`config.mk`:
```
export PLATFORM = sky130hd
export DESIGN_NAME = dpgr_regs
export DESIGN_NICKNAME = d
export VERILOG_FILES = /design/src/rtl/dpgr_pkg.sv /design/src/rtl/dpgr_hpd_capture.sv /design/src/rtl/dpgr_pattern_decode.sv /design/src/rtl/dpgr_regs.sv
export SDC_FILE = /design/constraint.sdc
export NUM_CORES = 1
export LEC_CHECK = 0
export ABC_AREA = 0
export BUFFER_PORTS_ARGS = -buffer_cell sky130_fd_sc_hd__buf_2
export CAP_MARGIN = 5
export CELL_PAD_IN_SITES_DETAIL_PLACEMENT = 0
export CELL_PAD_IN_SITES_GLOBAL_PLACEMENT = 1
export CORE_MARGIN = 2
export CORE_UTILIZATION = 35
export DETAILED_ROUTE_END_ITERATION = 10
export HOLD_SLACK_MARGIN = 0.05
export PLACE_DENSITY = 0.89
export RECOVER_POWER = 25
export SLEW_MARGIN = 20
export SYNTH_ARGS = -nofsm -noshare
export SYNTH_HDL_FRONTEND = slang
export SYNTH_HIERARCHICAL = 1
export SYNTH_SLANG_ARGS = --single-unit
```
`constraint.sdc`:
```
create_clock -name ref_clk_i -period 3.6 [get_ports ref_clk_i]
set_clock_uncertainty 0.2 [all_clocks]
set_input_delay 0.18 -clock ref_clk_i [delete_from_list [all_inputs] [get_ports ref_clk_i]]
set_output_delay 0.18 -clock ref_clk_i [all_outputs]
set_load 0.005 [all_outputs]
```
`src/rtl/dpgr_pkg.sv`:
```
package dpgr_pkg;
  // register indices; byte address is four times the index
  localparam logic [7:0] CTRL_IDX = 8'h00;
  localparam logic [7:0] STAT_IDX = 8'h01;
  localparam logic [7:0] ISTAT_IDX = 8'h02;
  localparam logic [7:0] IMASK_IDX = 8'h03;
  localparam logic [7:0] AUXCMD_IDX = 8'h04;
  localparam logic [9:0] CTRL_ADDR = {CTRL_IDX, 2'b00};
  localparam logic [9:0] STAT_ADDR = {STAT_IDX, 2'b00};
  localparam logic [9:0] ISTAT_ADDR = {ISTAT_IDX, 2'b00};
  localparam logic [9:0] IMASK_ADDR = {IMASK_IDX, 2'b00};
  localparam logic [9:0] AUXCMD_ADDR = {AUXCMD_IDX, 2'b00};
  // control fields
  localparam int HPD_EN_BIT = 31;
  localparam int AUX_EN_BIT = 30;
  localparam int RATE_HI = 28;
  localparam int RATE_LO = 21;
  localparam int ENH_BIT = 19;
  localparam int LANE_HI = 9;
  localparam int LANE_LO = 5;
  localparam int PAT_HI = 3;
  localparam int PAT_LO = 0;
  localparam logic [31:0] CTRL_WMASK = 32'hdfe8_03ef;
  localparam logic [31:0] CTRL_RESET = 32'h0000_0000;
  // status fields
  localparam int LEVEL_BIT = 2;
  localparam logic [1:0] EV_NONE = 2'b00;
  localparam logic [1:0] EV_LONG = 2'b01;
  localparam logic [1:0] EV_SHORT = 2'b10;
  // own event status bits
  localparam int IS_AUX = 0;
  localparam int IS_HPD = 1;
  localparam logic [1:0] IS_RESET = 2'b00;
  // codes
  localparam logic [4:0] LANES_OFF = 5'b0_0000;
  localparam logic [3:0] PAT_VIDEO = 4'h0;
  localparam logic [3:0] PAT_TP1 = 4'h1;
  localparam logic [3:0] PAT_TP2 = 4'h2;
  localparam logic [3:0] PAT_TP3 = 4'h3;
  localparam logic [3:0] PAT_TP4 = 4'h7;
  localparam logic [3:0] PAT_IDLE = 4'h4;
  localparam logic [3:0] PAT_D102 = 4'h9;
  localparam logic [3:0] PAT_SER = 4'ha;
  localparam logic [3:0] PAT_PRBS7 = 4'hb;
  localparam logic [3:0] PAT_CUSTOM = 4'hc;
  localparam logic [3:0] PAT_COMPL = 4'hd;
  typedef enum logic [3:0] {
    DPGR_P_VIDEO, DPGR_P_TP1, DPGR_P_TP2, DPGR_P_TP3, DPGR_P_TP4,
    DPGR_P_IDLE, DPGR_P_SER, DPGR_P_PRBS7, DPGR_P_CUSTOM, DPGR_P_COMPL,
    DPGR_P_INVALID
  } dpgr_pat_t;
endpackage : dpgr_pkg

```
`src/rtl/dpgr_hpd_capture.sv`:
```
`timescale 1ns/1ns
module dpgr_hpd_capture
  import dpgr_pkg::*;
(
  // clock and reset
  input wire logic ref_clk_i,
  input wire logic reset_i,
  // events from the hot-plug detector and the status-read clear
  input wire logic hpd_long_i,
  input wire logic hpd_short_i,
  input wire logic clear_i,
  // captured event
  output logic [1:0] event_o
);
  logic [1:0] ev_q;
  logic [1:0] ev_d;

  // a new event wins over a clear in the same cycle; long over short
  always_comb begin
    ev_d = ev_q;
    if (clear_i) begin
      ev_d = EV_NONE;
    end
    if (hpd_long_i) begin
      ev_d = EV_LONG;
    end else if (hpd_short_i) begin
      ev_d = EV_SHORT;
    end
  end

  always_ff @(posedge ref_clk_i or posedge reset_i) begin
    if (reset_i) begin
      ev_q <= EV_NONE;
    end else begin
      ev_q <= ev_d;
    end
  end

  assign event_o = ev_q;
endmodule : dpgr_hpd_capture

```
`src/rtl/dpgr_pattern_decode.sv`:
```
`timescale 1ns/1ns
module dpgr_pattern_decode
  import dpgr_pkg::*;
(
  // control fields
  input wire logic [3:0] pattern_select_i,
  input wire logic [4:0] lane_count_i,
  // decoded selection
  output dpgr_pat_t pattern_o,
  output logic [3:0] lane_enable_o,
  output logic lanes_zero_o
);
  always_comb begin
    case (pattern_select_i)
      PAT_VIDEO: pattern_o = DPGR_P_VIDEO;
      PAT_TP1, PAT_D102: pattern_o = DPGR_P_TP1;
      PAT_TP2: pattern_o = DPGR_P_TP2;
      PAT_TP3: pattern_o = DPGR_P_TP3;
      PAT_TP4: pattern_o = DPGR_P_TP4;
      PAT_IDLE: pattern_o = DPGR_P_IDLE;
      PAT_SER: pattern_o = DPGR_P_SER;
      PAT_PRBS7: pattern_o = DPGR_P_PRBS7;
      PAT_CUSTOM: pattern_o = DPGR_P_CUSTOM;
      PAT_COMPL: pattern_o = DPGR_P_COMPL;
      default: pattern_o = DPGR_P_INVALID;
    endcase
  end

  always_comb begin
    lanes_zero_o = (lane_count_i == LANES_OFF);
    case (lane_count_i)
      5'b0_0001: lane_enable_o = 4'h1;
      5'b0_0010: lane_enable_o = 4'h3;
      5'b0_0100: lane_enable_o = 4'hf;
      default: lane_enable_o = 4'h0;
    endcase
  end
endmodule : dpgr_pattern_decode

```
`src/rtl/dpgr_regs.sv`:
```
`timescale 1ns/1ns
// Function
// - aux enable and message ready raise irq
// - aux irq drops on disable or command read
// - hpd enable and new event raise irq
// - status read clears hpd irq and code
// - status code reports the causing event
// - lane count one two four; zero sends zero
// - rate field in 270 Mbps units drives reconfig
// - bit 19 selects enhanced framing
// - pattern field selects training and video patterns
// - pattern field selects test patterns too
// - event code 00 none 01 long 10 short
module dpgr_regs
  import dpgr_pkg::*;
(
  // clock and reset
  input wire logic ref_clk_i,
  input wire logic reset_i,
  // register port
  input wire logic [9:0] addr_i,
  input wire logic [31:0] wdata_i,
  input wire logic wr_i,
  input wire logic rd_i,
  output logic [31:0] rdata_o,
  // aux channel side
  input wire logic aux_message_ready_i,
  input wire logic [31:0] aux_command_i,
  // hot-plug side
  input wire logic hpd_level_i,
  input wire logic hpd_long_i,
  input wire logic hpd_short_i,
  // main link control
  output logic [7:0] tx_reconfig_rate_o,
  output logic [3:0] lane_enable_o,
  output logic lanes_zero_o,
  output logic enhanced_frame_o,
  output logic [3:0] pattern_select_o,
  output dpgr_pat_t pattern_o,
  // interrupt
  output logic irq_o
);
  logic [31:0] ctrl_q;
  logic [31:0] ctrl_d;
  logic [1:0] ist_q;
  logic [1:0] ist_d;
  logic [1:0] imask_q;
  logic [1:0] imask_d;
  logic aux_irq_q;
  logic aux_irq_d;
  logic hpd_irq_q;
  logic hpd_irq_d;
  logic [31:0] rdata_q;
  logic [31:0] rdata_d;
  logic [1:0] hpd_event;
  logic hpd_new;
  logic aux_new;
  logic msg_q;

  function automatic logic hit(input logic [9:0] a, input logic [9:0] r);
    hit = (a == r);
  endfunction : hit

  logic stat_rd;
  logic cmd_rd;
  assign stat_rd = rd_i && hit(addr_i, STAT_ADDR);
  assign cmd_rd = rd_i && hit(addr_i, AUXCMD_ADDR);
  assign hpd_new = hpd_long_i || hpd_short_i;
  assign aux_new = aux_message_ready_i && !msg_q;

  dpgr_hpd_capture u_hpd (
    .ref_clk_i(ref_clk_i),
    .reset_i(reset_i),
    .hpd_long_i(hpd_long_i),
    .hpd_short_i(hpd_short_i),
    .clear_i(stat_rd),
    .event_o(hpd_event)
  );

  dpgr_pattern_decode u_dec (
    .pattern_select_i(ctrl_q[PAT_HI:PAT_LO]),
    .lane_count_i(ctrl_q[LANE_HI:LANE_LO]),
    .pattern_o(pattern_o),
    .lane_enable_o(lane_enable_o),
    .lanes_zero_o(lanes_zero_o)
  );

  // control and interrupt state
  always_comb begin
    ctrl_d = ctrl_q;
    imask_d = imask_q;
    ist_d = ist_q;
    if (wr_i && hit(addr_i, CTRL_ADDR)) begin
      ctrl_d = wdata_i & CTRL_WMASK;
    end
    if (wr_i && hit(addr_i, IMASK_ADDR)) begin
      imask_d = wdata_i[1:0];
    end
    if (wr_i && hit(addr_i, ISTAT_ADDR)) begin
      ist_d = ist_q & ~wdata_i[1:0];
    end
    // set wins over write-one-to-clear
    if (aux_new) begin
      ist_d[IS_AUX] = 1'b1;
    end
    if (hpd_new) begin
      ist_d[IS_HPD] = 1'b1;
    end
    // aux interrupt sets on a rising message ready and holds until command read
    aux_irq_d = aux_irq_q;
    if (cmd_rd) begin
      aux_irq_d = 1'b0;
    end
    if (aux_new) begin
      aux_irq_d = 1'b1;
    end
    hpd_irq_d = hpd_irq_q;
    if (stat_rd) begin
      hpd_irq_d = 1'b0;
    end
    if (hpd_new) begin
      hpd_irq_d = 1'b1;
    end
  end

  // read data, one cycle after the strobe
  always_comb begin
    rdata_d = 32'h0000_0000;
    if (rd_i) begin
      case (addr_i)
        CTRL_ADDR: rdata_d = ctrl_q;
        STAT_ADDR: rdata_d = {29'h0000_0000, hpd_level_i, hpd_event};
        ISTAT_ADDR: rdata_d = {30'h0000_0000, ist_q};
        IMASK_ADDR: rdata_d = {30'h0000_0000, imask_q};
        AUXCMD_ADDR: rdata_d = aux_command_i;
        default: rdata_d = 32'h0000_0000;
      endcase
    end
  end

  always_ff @(posedge ref_clk_i or posedge reset_i) begin
    if (reset_i) begin
      ctrl_q <= CTRL_RESET;
      imask_q <= IS_RESET;
      ist_q <= IS_RESET;
      aux_irq_q <= 1'b0;
      hpd_irq_q <= 1'b0;
      rdata_q <= 32'h0000_0000;
      msg_q <= 1'b0;
    end else begin
      ctrl_q <= ctrl_d;
      imask_q <= imask_d;
      ist_q <= ist_d;
      aux_irq_q <= aux_irq_d;
      hpd_irq_q <= hpd_irq_d;
      rdata_q <= rdata_d;
      msg_q <= aux_message_ready_i;
    end
  end

  assign rdata_o = rdata_q;
  assign tx_reconfig_rate_o = ctrl_q[RATE_HI:RATE_LO];
  assign enhanced_frame_o = ctrl_q[ENH_BIT];
  assign pattern_select_o = ctrl_q[PAT_HI:PAT_LO];
  // enable bits gate the aux and hpd causes; the masked status term ist_q & imask_q is not gated and holds the irq
  assign irq_o = (ctrl_q[AUX_EN_BIT] && aux_irq_q && aux_message_ready_i)
    || (ctrl_q[HPD_EN_BIT] && hpd_irq_q)
    || |(ist_q & imask_q);

  // a fresh aux reply latches and shows on the line while enabled
  property p_aux_irq;
    @(posedge ref_clk_i) disable iff (reset_i)
    aux_new |=> aux_irq_q
      && (irq_o || !ctrl_q[AUX_EN_BIT] || !aux_message_ready_i);
  endproperty
  a_aux_irq: assert property (p_aux_irq)
    else $error("aux irq missing");

  property p_aux_drop;
    @(posedge ref_clk_i) disable iff (reset_i)
    cmd_rd && !aux_new |=> !aux_irq_q;
  endproperty
  a_aux_drop: assert property (p_aux_drop)
    else $error("aux irq not dropped by command read");

  property p_aux_dis;
    @(posedge ref_clk_i) disable iff (reset_i)
    wr_i && hit(addr_i, CTRL_ADDR) && !wdata_i[AUX_EN_BIT]
      |=> !ctrl_q[AUX_EN_BIT];
  endproperty
  a_aux_dis: assert property (p_aux_dis)
    else $error("aux enable not cleared");

  property p_hpd_set;
    @(posedge ref_clk_i) disable iff (reset_i)
    hpd_new |=> hpd_irq_q && hpd_event != EV_NONE;
  endproperty
  a_hpd_set: assert property (p_hpd_set)
    else $error("hpd event not captured");

  property p_hpd_line;
    @(posedge ref_clk_i) disable iff (reset_i)
    hpd_new && ctrl_q[HPD_EN_BIT] && !(wr_i && hit(addr_i, CTRL_ADDR))
      |=> irq_o;
  endproperty
  a_hpd_line: assert property (p_hpd_line)
    else $error("hpd irq missing");

  property p_stat_clr;
    @(posedge ref_clk_i) disable iff (reset_i)
    stat_rd && !hpd_new |=> !hpd_irq_q && hpd_event == EV_NONE;
  endproperty
  a_stat_clr: assert property (p_stat_clr)
    else $error("status read did not clear");

  property p_stat_rd;
    @(posedge ref_clk_i) disable iff (reset_i)
    stat_rd |=> rdata_o[1:0] == $past(hpd_event);
  endproperty
  a_stat_rd: assert property (p_stat_rd)
    else $error("status read lost event code");

  property p_lanes;
    @(posedge ref_clk_i) disable iff (reset_i)
    ctrl_q[LANE_HI:LANE_LO] == LANES_OFF
      |-> lanes_zero_o && lane_enable_o == 4'h0;
  endproperty
  a_lanes: assert property (p_lanes)
    else $error("zero lane count not forced");

  property p_four;
    @(posedge ref_clk_i) disable iff (reset_i)
    ctrl_q[LANE_HI:LANE_LO] == 5'b0_0100 |-> lane_enable_o == 4'hf;
  endproperty
  a_four: assert property (p_four)
    else $error("four lanes not enabled");

  property p_rate;
    @(posedge ref_clk_i) disable iff (reset_i)
    wr_i && hit(addr_i, CTRL_ADDR)
      |=> tx_reconfig_rate_o == $past(wdata_i[RATE_HI:RATE_LO]);
  endproperty
  a_rate: assert property (p_rate)
    else $error("rate not driven");

  property p_frame;
    @(posedge ref_clk_i) disable iff (reset_i)
    wr_i && hit(addr_i, CTRL_ADDR)
      |=> enhanced_frame_o == $past(wdata_i[ENH_BIT]);
  endproperty
  a_frame: assert property (p_frame)
    else $error("framing bit wrong");

  property p_d102;
    @(posedge ref_clk_i) disable iff (reset_i)
    pattern_select_o == PAT_D102 |-> pattern_o == DPGR_P_TP1;
  endproperty
  a_d102: assert property (p_d102)
    else $error("test pattern decode wrong");

  property p_pat;
    @(posedge ref_clk_i) disable iff (reset_i)
    pattern_select_o == PAT_PRBS7 |-> pattern_o == DPGR_P_PRBS7;
  endproperty
  a_pat: assert property (p_pat)
    else $error("pattern decode wrong");

  property p_code;
    @(posedge ref_clk_i) disable iff (reset_i)
    hpd_long_i |=> hpd_event == EV_LONG;
  endproperty
  a_code: assert property (p_code)
    else $error("long event code wrong");

  property p_short;
    @(posedge ref_clk_i) disable iff (reset_i)
    hpd_short_i && !hpd_long_i |=> hpd_event == EV_SHORT;
  endproperty
  a_short: assert property (p_short)
    else $error("short event code wrong");

  property p_code_rsv;
    @(posedge ref_clk_i) disable iff (reset_i)
    hpd_event != 2'b11;
  endproperty
  a_code_rsv: assert property (p_code_rsv)
    else $error("reserved event code shown");

  property p_rsv;
    @(posedge ref_clk_i) disable iff (reset_i)
    (ctrl_q & ~CTRL_WMASK) == 32'h0000_0000;
  endproperty
  a_rsv: assert property (p_rsv)
    else $error("reserved control bits set");

  property p_unmapped;
    @(posedge ref_clk_i) disable iff (reset_i)
    rd_i && addr_i[9:5] != 5'h00 |=> rdata_o == 32'h0000_0000;
  endproperty
  a_unmapped: assert property (p_unmapped)
    else $error("unmapped read not zero");

  property p_idle;
    @(posedge ref_clk_i) disable iff (reset_i)
    !rd_i |=> rdata_o == 32'h0000_0000;
  endproperty
  a_idle: assert property (p_idle)
    else $error("read data without a read");
endmodule : dpgr_regs

```
==> results of run 1 <==
-- power groups by stage --
stage                     clock network, mW  registers, mW  logic (mW)
after CTS                             0.565          0.696       0.169
final                                 0.545          0.696       0.170
after detailed placement                  0          0.710       0.116
after global placement                    0          0.709       0.114
after global routing                  0.591          0.697       0.186
after floorplan                           0          0.708      0.0596
-- layout make-up --
cell class	count	area (µm²)	share of cell area, %
clock buffer	9	124	2.90
clock inverter	7	51.3	1.20
inverter	6	22.5	0.526
multi-input combinational	136	1160	27.1
sequential	61	1530	35.7
tap	105	131	3.07
timing repair buffer	192	1260	29.6
-- tightest hold or removal path: stages --
cell and delay [ps]:
buf_2 100, nor3_2 80, nand4_1 110, a21o_1 110
-- registers in the layout, indices dropped and copies added, names as in the netlist --
register and cells:
msg_q 1, rdata_o 32, ist_q 2, u_hpd/event_o 2
hpd_irq_q 1, ctrl_q 20, imask_q 2, aux_irq_q 1
-- worst paths after layout --
kind	startpoint	end	cells past startpoint
max	addr_i[4]	rdata_o[0]$_DFF_PP0_	6
min	addr_i[0]	ist_q[0]$_DFFE_PP0P_	4
max reg2reg	ctrl_q[0]$_DFFE_PP0P_	rdata_o[0]$_DFF_PP0_	4
min reg2reg	u_hpd/event_o[0]$_DFFE_PP0P_	u_hpd/event_o[0]$_DFFE_PP0P_	1
max in group asynchronous	reset_i	imask_q[1]$_DFFE_PP0P_	4
min in group asynchronous	reset_i	ctrl_q[2]$_DFFE_PP0P_	3
-- through the flow --
stage	setup slack, ps	total power [mW]	cell area [µm²]
floorplan	1760	0.767	2880
global placement	1390	0.823	3470
detailed placement	1360	0.826	3470
CTS	1150	1.43	4310
global route	958	1.47	4280
finish	1100	1.41	4280
-- per-layer routing --
layer	track usage [%]	share of wire [%]	vias to the layer above
met5	0	0	-
met4	7.00	1.6	0
met3	3.83	5.4	15
met2	28.5	49	83
met1	21.1	44	1140
li1	-	-	1143
-- kinds of logic (layout without fill, tap and decap cells) --
family	after synthesis	in the layout
flip-flops	61	61
AND/OR/NAND/NOR	68	68
multiplexers	46	46
XOR/XNOR	1	1
buffers and inverters	29	214
AO/OA/AOI/OAI	18	18
adder cells (fa/ha/maj)	3	3
-- cells in the mapped netlist, drive strengths merged (3+ instances only) --
| master | instances | share of area [%] |
|---|---|---|
| dfrtp | 61 | 53 |
| mux2 | 26 | 13 |
| nor2 | 22 | 2.9 |
| mux2i | 20 | 7.0 |
| buf | 18 | 5.3 |
| and3 | 12 | 2.6 |
| inv | 6 | 0.78 |
| nand2 | 6 | 0.78 |
| a21oi | 5 | 1.0 |
| clkbuf | 5 | 0.74 |
| a21o | 4 | 1.0 |
| nand4 | 4 | 0.87 |
| nor2b | 4 | 0.87 |
| nor4 | 4 | 1.6 |
| ha | 3 | 1.3 |
| o21ai | 3 | 0.52 |
==> key figures, run 1 <==
Run status
  – Status: completed

Synthesis
  – Ys async rst share: 100%
  – Yosys reg bits: 61
  – Syn avg cell area: 12.7 µm²
  – Yosys warnings: 6
  – Largest family of logic cells by synthesized area: multiplexers
  – Seq/Total Area, Yosys: 53.0%
  – Xor/xnor share of the synthesized area: 0.304%
  – Compound-Gate Fraction of Synth Area: 4.30%
  – Mapped Cells: 226
  – Most used DFF post-synth: dfrtp_1
  – Multiplexer share of the synthesized area: 19.7%
  – Synth Area in Adders: 1.30%
  – Cell variety after synth: 43
  – EDFF count, synth: 0
  – Syn Std Cell Area: 2880 µm²
  – Post-Synth Simple-Gate Area: 14.6%
  – Post-Syn Nets: 311

Drt
  – Vias per cell: 4.61
  – Initial drt markers: 64
  – Pre-Repair DR Iteration Count: 4
  – Via count: 2381
  – DRT antenna net count: 0
  – Drt drc: 0
  – Wirelength per Cell: 14.7 µm
  – Final WL: 7.59 mm

Floorplanning
  – Initial Utilization: 35.6%
  – CORE AREA: 8090 µm²
  – DIE WIDTH: 94.7 µm
  – Die area: 8970 µm²
  – Row count: 33
  – IO Count: 137
  – Die span in y: 94.7 µm

Timing
  – Final min period: 2500 ps
  – Period utilization: 69.4%
  – Worst slew pin tran: 838 ps
  – Setup violators final: 0
  – Slew margin rel.: 44.1%
  – Setup TNS: 0 ps
  – Final Slew Violations: 0
  – Final Hold Violating Endpoints: 0
  – RSZ-0062 raised after global routing: false
  – FMAX: 400 MHz
  – WHS: 80.8 ps

Setup path
  – Worst path max stage delay: 630 ps
  – Buf/Inv on CP: 3
  – Worst Setup End Kind: flop
  – Top cell family by delay on the critical path: buffers and inverters
  – Setup CP Type: in2reg
  – CP most frequent cell: dlygate4sd3_1
  – Data arrival time of the worst path: 2570 ps
  – Setup crit start kind: input port
  – Slowest stage cell, crit path: buf_2
  – R2R Setup Slk: 1640 ps
  – Required time worst endpoint: 3680 ps
  – CP Cell Sequence: buf_2, nor3b_1, nand2_1, dlygate4sd3_1, a21oi_1, dlygate4sd3_1
  – Maximum fanout along the worst path: 37

Finish
  – Most common cell after layout, fill and taps aside: buf_2
  – Share of layout cells above drive strength 1: 36.7%
  – Layout area overhead: 48.6%
  – Final Core Density: 52.9%
  – Nets: 491
  – Most frequent cells in the layout: buf_2, dlygate4sd3_1, dfrtp_1
  – Diode count: 0
  – # fillers: 743
  – Layout Cells excl Fill: 516

Global routing
  – Grt total ovfl: 0
  – Vias in the first global route: 2484
  – Initial antenna violation count: 0
  – GRT Resource Usage Total: 17.0%
  – Largest net degree at the start of global routing: 38
  – First-pass GRT wire length: 11.7 mm

Power
  – Power density cells: 330 nW/µm²
  – Lkg Pwr: 2.19 nW
  – Total net switching power: 367 µW
  – Logic pwr share: 12.0%
  – Max VDD drop: 202 µV
  – Seq pwr share: 49.4%
  – Internal power: 1.04 mW
  – Sw Share: 26.0%
  – Clk pwr share: 38.6%

Clock tree
  – Deepest clock path buffer count: 2
  – Clock root buffer: clkbuf_8
  – # Post-CTS Setup Buffers: 0
  – CTS tree: done
  – H-tree depth: 3
  – Worst-skew pair later-pin latency: 340 ps
  – TritonCTS Sinks: 61
  – Total CTS buffers: 9
  – Post-cts sizing count: 0
  – Clock-pin slew on the worst setup and hold paths: 70 ps
  – Post-CTS Hold Fix Bufs: 67

Placed design
  – RePlAce Congestion: 0.705
  – DP HPWL: 4.66 mm
  – Placed Cells: 433
  – Number of port buffers: 124

Run
  – Max cap viols: 0

Worst hold path
  – Hold/Removal Path Class: in2reg
Power figures use the tool's default switching activity.
==> inputs of run 2 (changes only) <==
- clock period: 3.6 -> 2.37 ns (I/O delays scaled with it)
==> key figures, run 2 (same netlist as run 1, synthesis figures left out) <==
Global routing
  – Grt total ovfl: 0 (unchanged)
  – Vias in the first global route: 2529 (+1.8%)
  – GRT Resource Usage Total: 17.7% (+0.76 points)
  – First-pass GRT wire length: 12.0 mm (+2.7%)
  – Largest net degree at the start of global routing: 32 (-16%)
  – Initial antenna violation count: 0 (unchanged)

Timing
  – Slew margin rel.: -1.29% (-45 points)
  – Fin worst setup slack: 85.0 ps (-1020 ps)
  – Final min period: 2280 ps
  – RSZ-0062 raised after global routing: true
  – Worst slew pin tran: 1520 ps (+681 ps)
  – Setup violators final: 0 (unchanged)
  – FMAX: 438 MHz
  – Period utilization: 96.4%
  – Final Slew Violations: 30 (+30)
  – Final Hold Violating Endpoints: 0 (unchanged)

Power
  – Max VDD drop: 312 µV (+55%)
  – Logic pwr share: 12.2% (+0.2 points)
  – Internal power: 1.59 mW (+52%)
  – Seq pwr share: 49.5% (about the same)
  – Sw Share: 25.8% (-0.25 points)
  – Lkg Pwr: 2.30 nW (+5.2%)
  – Power density cells: 492 nW/µm² (+49%)
  – Total net switching power: 551 µW (+50%)
  – Clk pwr share: 38.2% (-0.4 points)

Clock tree
  – Clock root buffer: clkbuf_8
  – Deepest clock path buffer count: 2 (unchanged)
  – Worst-skew pair later-pin latency: 340 ps (about the same)
  – TritonCTS Sinks: 61 (unchanged)
  – # Post-CTS Setup Buffers: 0 (unchanged)
  – Total CTS buffers: 9 (unchanged)
  – CTS tree: done
  – H-tree depth: 3 (unchanged)
  – Clock-pin slew on the worst setup and hold paths: 70 ps (about the same)

Setup path
  – CP Cell Sequence: dlygate4sd3_1, buf_2, nor3b_4, nand2_1, dlygate4sd3_1, a21oi_1, dlygate4sd3_1
  – CP most frequent cell: dlygate4sd3_1
  – Setup CP Type: in2reg
  – Worst Setup End Kind: flop
  – Maximum fanout along the worst path: 7 (-81%)
  – Worst path max stage delay: 570 ps (-60 ps)
  – Setup crit start kind: input port
  – Required time worst endpoint: 2450 ps (-1230 ps)
  – Slowest stage cell, crit path: dlygate4sd3_1
  – Data arrival time of the worst path: 2360 ps (-210 ps)

Drt
  – DRT antenna net count: 0 (unchanged)
  – Wirelength per Cell: 14.8 µm (+0.50%)
  – Drt drc: 0 (unchanged)
  – Initial drt markers: 71 (+11%)
  – Pre-Repair DR Iteration Count: 4 (unchanged)
  – Final WL: 7.67 mm (+1.1%)
  – Vias per cell: 4.61 (about the same)
  – Via count: 2394 (+0.55%)

Finish
  – Diode count: 0 (unchanged)
  – Share of layout cells above drive strength 1: 43.5% (+6.7 points)
  – # fillers: 729 (-1.9%)
  – Final Core Density: 53.6% (+0.76 points)
  – Design Area, Final: 4340 µm² (+1.4%)
  – Layout area overhead: 50.7%
  – Area of the multi-input gates: 1170 µm² (+1.5%)
  – Largest register FFs: 32 (unchanged)
  – Nets: 494 (+0.61%)
  – Most common cell after layout, fill and taps aside: buf_2
  – Most frequent cells in the layout: buf_2, dlygate4sd3_1, dfrtp_1
  – Sequential cell area: 1530 µm² (unchanged)

Placed design
  – Number of port buffers: 124 (unchanged)
  – Place WS: 511 ps (-846 ps)
  – RePlAce Congestion: 0.704 (-0.18%)
  – Placed cell areas: 3500 µm² (+0.87%)
  – DP HPWL: 4.84 mm (+3.8%)

Floorplanning
  – CORE AREA: 8090 µm² (unchanged)
  – Die area: 8970 µm² (unchanged)
  – DIE WIDTH: 94.7 µm (unchanged)
  – Initial Utilization: 35.6% (unchanged)
  – Die span in y: 94.7 µm (unchanged)
  – Row count: 33 (unchanged)
  – IO Count: 137 (unchanged)

Run status
  – Violated checks: max-capacitance violations, max-slew violations
  – Status: complete, but fails checks

Worst hold path
  – Hold/Removal Path Class: in2reg

Run
  – Max cap viols: 1 (+1)
==> run 2: worst paths after layout <==
path                                               from                           end  slack, ps  cells past startpoint
max                                           addr_i[3]          rdata_o[1]$_DFF_PP0_         90                      7
max reg2reg                       ctrl_q[0]$_DFFE_PP0P_          rdata_o[0]$_DFF_PP0_        430                      4
min                                    aux_command_i[2]          rdata_o[2]$_DFF_PP0_         60                      4
min reg2reg                u_hpd/event_o[0]$_DFFE_PP0P_  u_hpd/event_o[0]$_DFFE_PP0P_        290                      1
min in group asynchronous                       reset_i         ctrl_q[2]$_DFFE_PP0P_        340                      4
max in group asynchronous                       reset_i         rdata_o[26]$_DFF_PP0_        430                      4
==> run 2: critical path: cells and delay by family <==
family,cells,cell delay (ps)
compound gates,1,130
buf+inv,4,1830
simple gates,2,290
==> run 2: power groups by stage <==
| stage | Combinational [mW] | Sequential [mW] | Clock [mW] |
|---|---|---|---|
| after floorplan | 0.0905 | 1.08 | 0 |
| after global placement | 0.176 | 1.08 | 0 |
| after detailed placement | 0.181 | 1.08 | 0 |
| after CTS | 0.260 | 1.06 | 0.844 |
| after global routing | 0.286 | 1.06 | 0.894 |
| final | 0.261 | 1.06 | 0.816 |
==> run 2: cell type report <==
cell class | instances | area share [%]
flip-flops and latches | 61 | 35.2
multi-input cells | 136 | 27.1
inverters | 6 | 0.519
well taps | 105 | 3.03
repair buffers | 195 | 30.2
clock buffers | 9 | 2.85
clock inverters | 7 | 1.15
==> run 2: timing repair <==
action / 4_1_cts / 5_1_grt
hold endpoints to repair: 121 / 0
hold buffers: 66 / 0
resized for setup: 0 / 3
endpoints found under the setup margin: 0 / 4
==> run 2: metal layers <==
| layer | routed length, µm | global-route usage (%) | vias up |
|---|---|---|---|
| met5 | 0 | 0 | - |
| met4 | 133 | 7.61 | 0 |
| li1 | - | - | 1149 |
| met2 | 3880 | 30.0 | 78 |
| met1 | 3330 | 21.5 | 1155 |
| met3 | 328 | 4.39 | 12 |
==> run 2: per-stage QoR <==
stage,instances,setup TNS (ps),hold slack [ps],total power [mW]
finish,519,0,62.0,2.14
global route,519,-4.46,88.5,2.24
CTS,519,0,54.9,2.16
detailed placement,437,0,-206,1.26
global placement,437,0,-211,1.25
floorplan,226,0,-340,1.17
==> inputs of run 3 (changes only) <==
- CORE_MARGIN: 2 -> 3
- PLACE_DENSITY: 0.89 -> unset
- PLACE_DENSITY_LB_ADDON: unset -> 0.3
==> key figures, run 3 (same netlist as run 1, synthesis figures left out) <==
Clock tree
  – CTS tree: done
  – Total CTS buffers: 9 (unchanged)
  – Clock root buffer: clkbuf_8
  – Clock-pin slew on the worst setup and hold paths: 70 ps (about the same)
  – Deepest clock path buffer count: 2 (unchanged)
  – Worst-skew pair later-pin latency: 330 ps (about the same)
  – # Post-CTS Setup Buffers: 0 (unchanged)
  – H-tree depth: 3 (unchanged)
  – TritonCTS Sinks: 61 (unchanged)

Drt
  – Initial drt markers: 44 (-38%)
  – Via count: 2371 (-0.96%)
  – Final WL: 7.48 mm (-2.4%)
  – Wirelength per Cell: 14.6 µm (-1.5%)
  – Drt drc: 0 (unchanged)
  – Pre-Repair DR Iteration Count: 4 (unchanged)
  – DRT antenna net count: 0 (unchanged)
  – Vias per cell: 4.61 (about the same)

Setup path
  – Reg-to-Reg Start: ctrl_q[1]$_DFFE_PP0P_
  – Maximum fanout along the worst path: 3 (-4)
  – Setup crit start kind: input port
  – Critical Path Source: addr_i[5]
  – R2R Setup Slk: 440 ps (about the same)
  – Required time worst endpoint: 2390 ps (-60 ps)
  – Worst Setup End Kind: flop
  – Setup CP Type: in2reg
  – Data arrival time of the worst path: 2130 ps (-230 ps)

Timing
  – Worst slew pin tran: 1480 ps (-36.5 ps)
  – WHS: 55.9 ps (-6.09 ps)
  – Setup TNS: 0 ps (unchanged)
  – Final Slew Violations: 0 (-100%)
  – Final Hold Violating Endpoints: 0 (unchanged)
  – Slew margin rel.: 1.15% (+2.4 points)
  – Final min period: 2110 ps (-172 ps)
  – FMAX: 473 MHz (+8.2%)
  – RSZ-0062 raised after global routing: false
  – Period utilization: 89.1% (-7.3 points)
  – Setup violators final: 0 (unchanged)

Power
  – Total power: 2.24 mW (+5.0%)
  – Power density cells: 516 nW/µm² (+4.9%)
  – Lkg Pwr: 2.32 nW (+0.71%)
  – Max VDD drop: 264 µV (-16%)

Finish
  – # fillers: 710 (-2.6%)
  – Diode count: 0 (unchanged)
  – Area of the multi-input gates: 1160 µm² (-0.96%)
  – Layout area overhead: 50.8% (about the same)
  – Share of layout cells above drive strength 1: 43.4% (about the same)
  – Largest register FFs: 32 (unchanged)
  – Most common cell after layout, fill and taps aside: buf_2
  – Most frequent cells in the layout: buf_2, dlygate4sd3_1, dfrtp_1
  – Sequential cell area: 1530 µm² (unchanged)
  – Nets: 493 (-0.20%)

Global routing
  – Grt total ovfl: 0 (unchanged)
  – Largest net degree at the start of global routing: 60 (+88%)
  – Initial antenna violation count: 0 (unchanged)
  – GRT Resource Usage Total: 16.9% (-0.87 points)
  – First-pass GRT wire length: 12.6 mm (+5.5%)
  – Vias in the first global route: 2539 (+0.40%)

Floorplanning
  – IO Count: 137 (unchanged)
  – Die area: 9350 µm² (+4.3%)
  – Initial Utilization: 36.7% (+1.1 points)
  – Die span in y: 96.7 µm (+2.1%)
  – DIE WIDTH: 96.7 µm (+2.1%)
  – CORE AREA: 7850 µm² (-3.0%)
  – Row count: 32 (-3.0%)

Placed design
  – Number of port buffers: 124 (unchanged)
  – DP HPWL: 4.94 mm (+2.0%)
  – RePlAce Congestion: 0.757 (+7.6%)

Run
  – Max cap viols: 0 (-1)

Run status
  – Status: completed

Worst hold path
  – Hold/Removal Path Class: in2reg
  – Worst Min Path Start: aux_command_i[2]
[run 3: area by class of cell]
class | instances | area share (%)
repair buffers | 194 | 30.0
clock buffers | 11 | 3.49
well taps | 102 | 2.94
inverters | 6 | 0.519
clock inverters | 4 | 1.09
multi-input cells | 136 | 26.8
flip-flops and latches | 61 | 35.1
[run 3: power breakdown]
part	internal, mW	total (mW)	switching (mW)
Combinational	0.155	0.256	0.101
Clock	0.533	0.928	0.394
Sequential	1.05	1.06	0.00856
[run 3: routing by layer]
metal	wire length [µm]	GRT usage (%)	vias up
li1	-	-	1145
met4	179	7.34	0
met5	0	0	-
met1	3120	20.3	1128
met3	405	3.53	15
met2	3770	29.0	83
[run 3: path summary, 6_finish.rpt]
path                                                 to  depth (start not counted)
max                               hpd_irq_q$_DFFE_PP0P_                          6
min                                rdata_o[2]$_DFF_PP0_                          4
max reg2reg                        rdata_o[1]$_DFF_PP0_                          4
min reg2reg                       aux_irq_q$_DFFE_PP0P_                          1
max in group asynchronous        ctrl_q[23]$_DFFE_PP0P_                          4
min in group asynchronous  u_hpd/event_o[1]$_DFFE_PP0P_                          4
[run 3: through the flow]
step	utilization (%)	setup WS (ps)	area, µm²	std cells
floorplan	-	595	2880	226
global route	55.3	124	4340	514
global placement	44.7	533	3500	434
detailed placement	44.7	532	3500	434
finish	55.3	257	4340	514
CTS	55.5	95.3	4350	514
[run 3: worst max-delay path: stages]
cell and delay, ps:
dlygate4sd3_1 520, buf_2 130, nor4b_2 310, nand4_1 170, dlygate4sd3_1 590, a211o_1 290
[run 3: repair_timing]
item                       in CTS  in global routing
hold buffers                   65                  0
hold endpoints to repair      121                  0
gates resized for setup         0                  1
setup endpoints to repair       0                  2
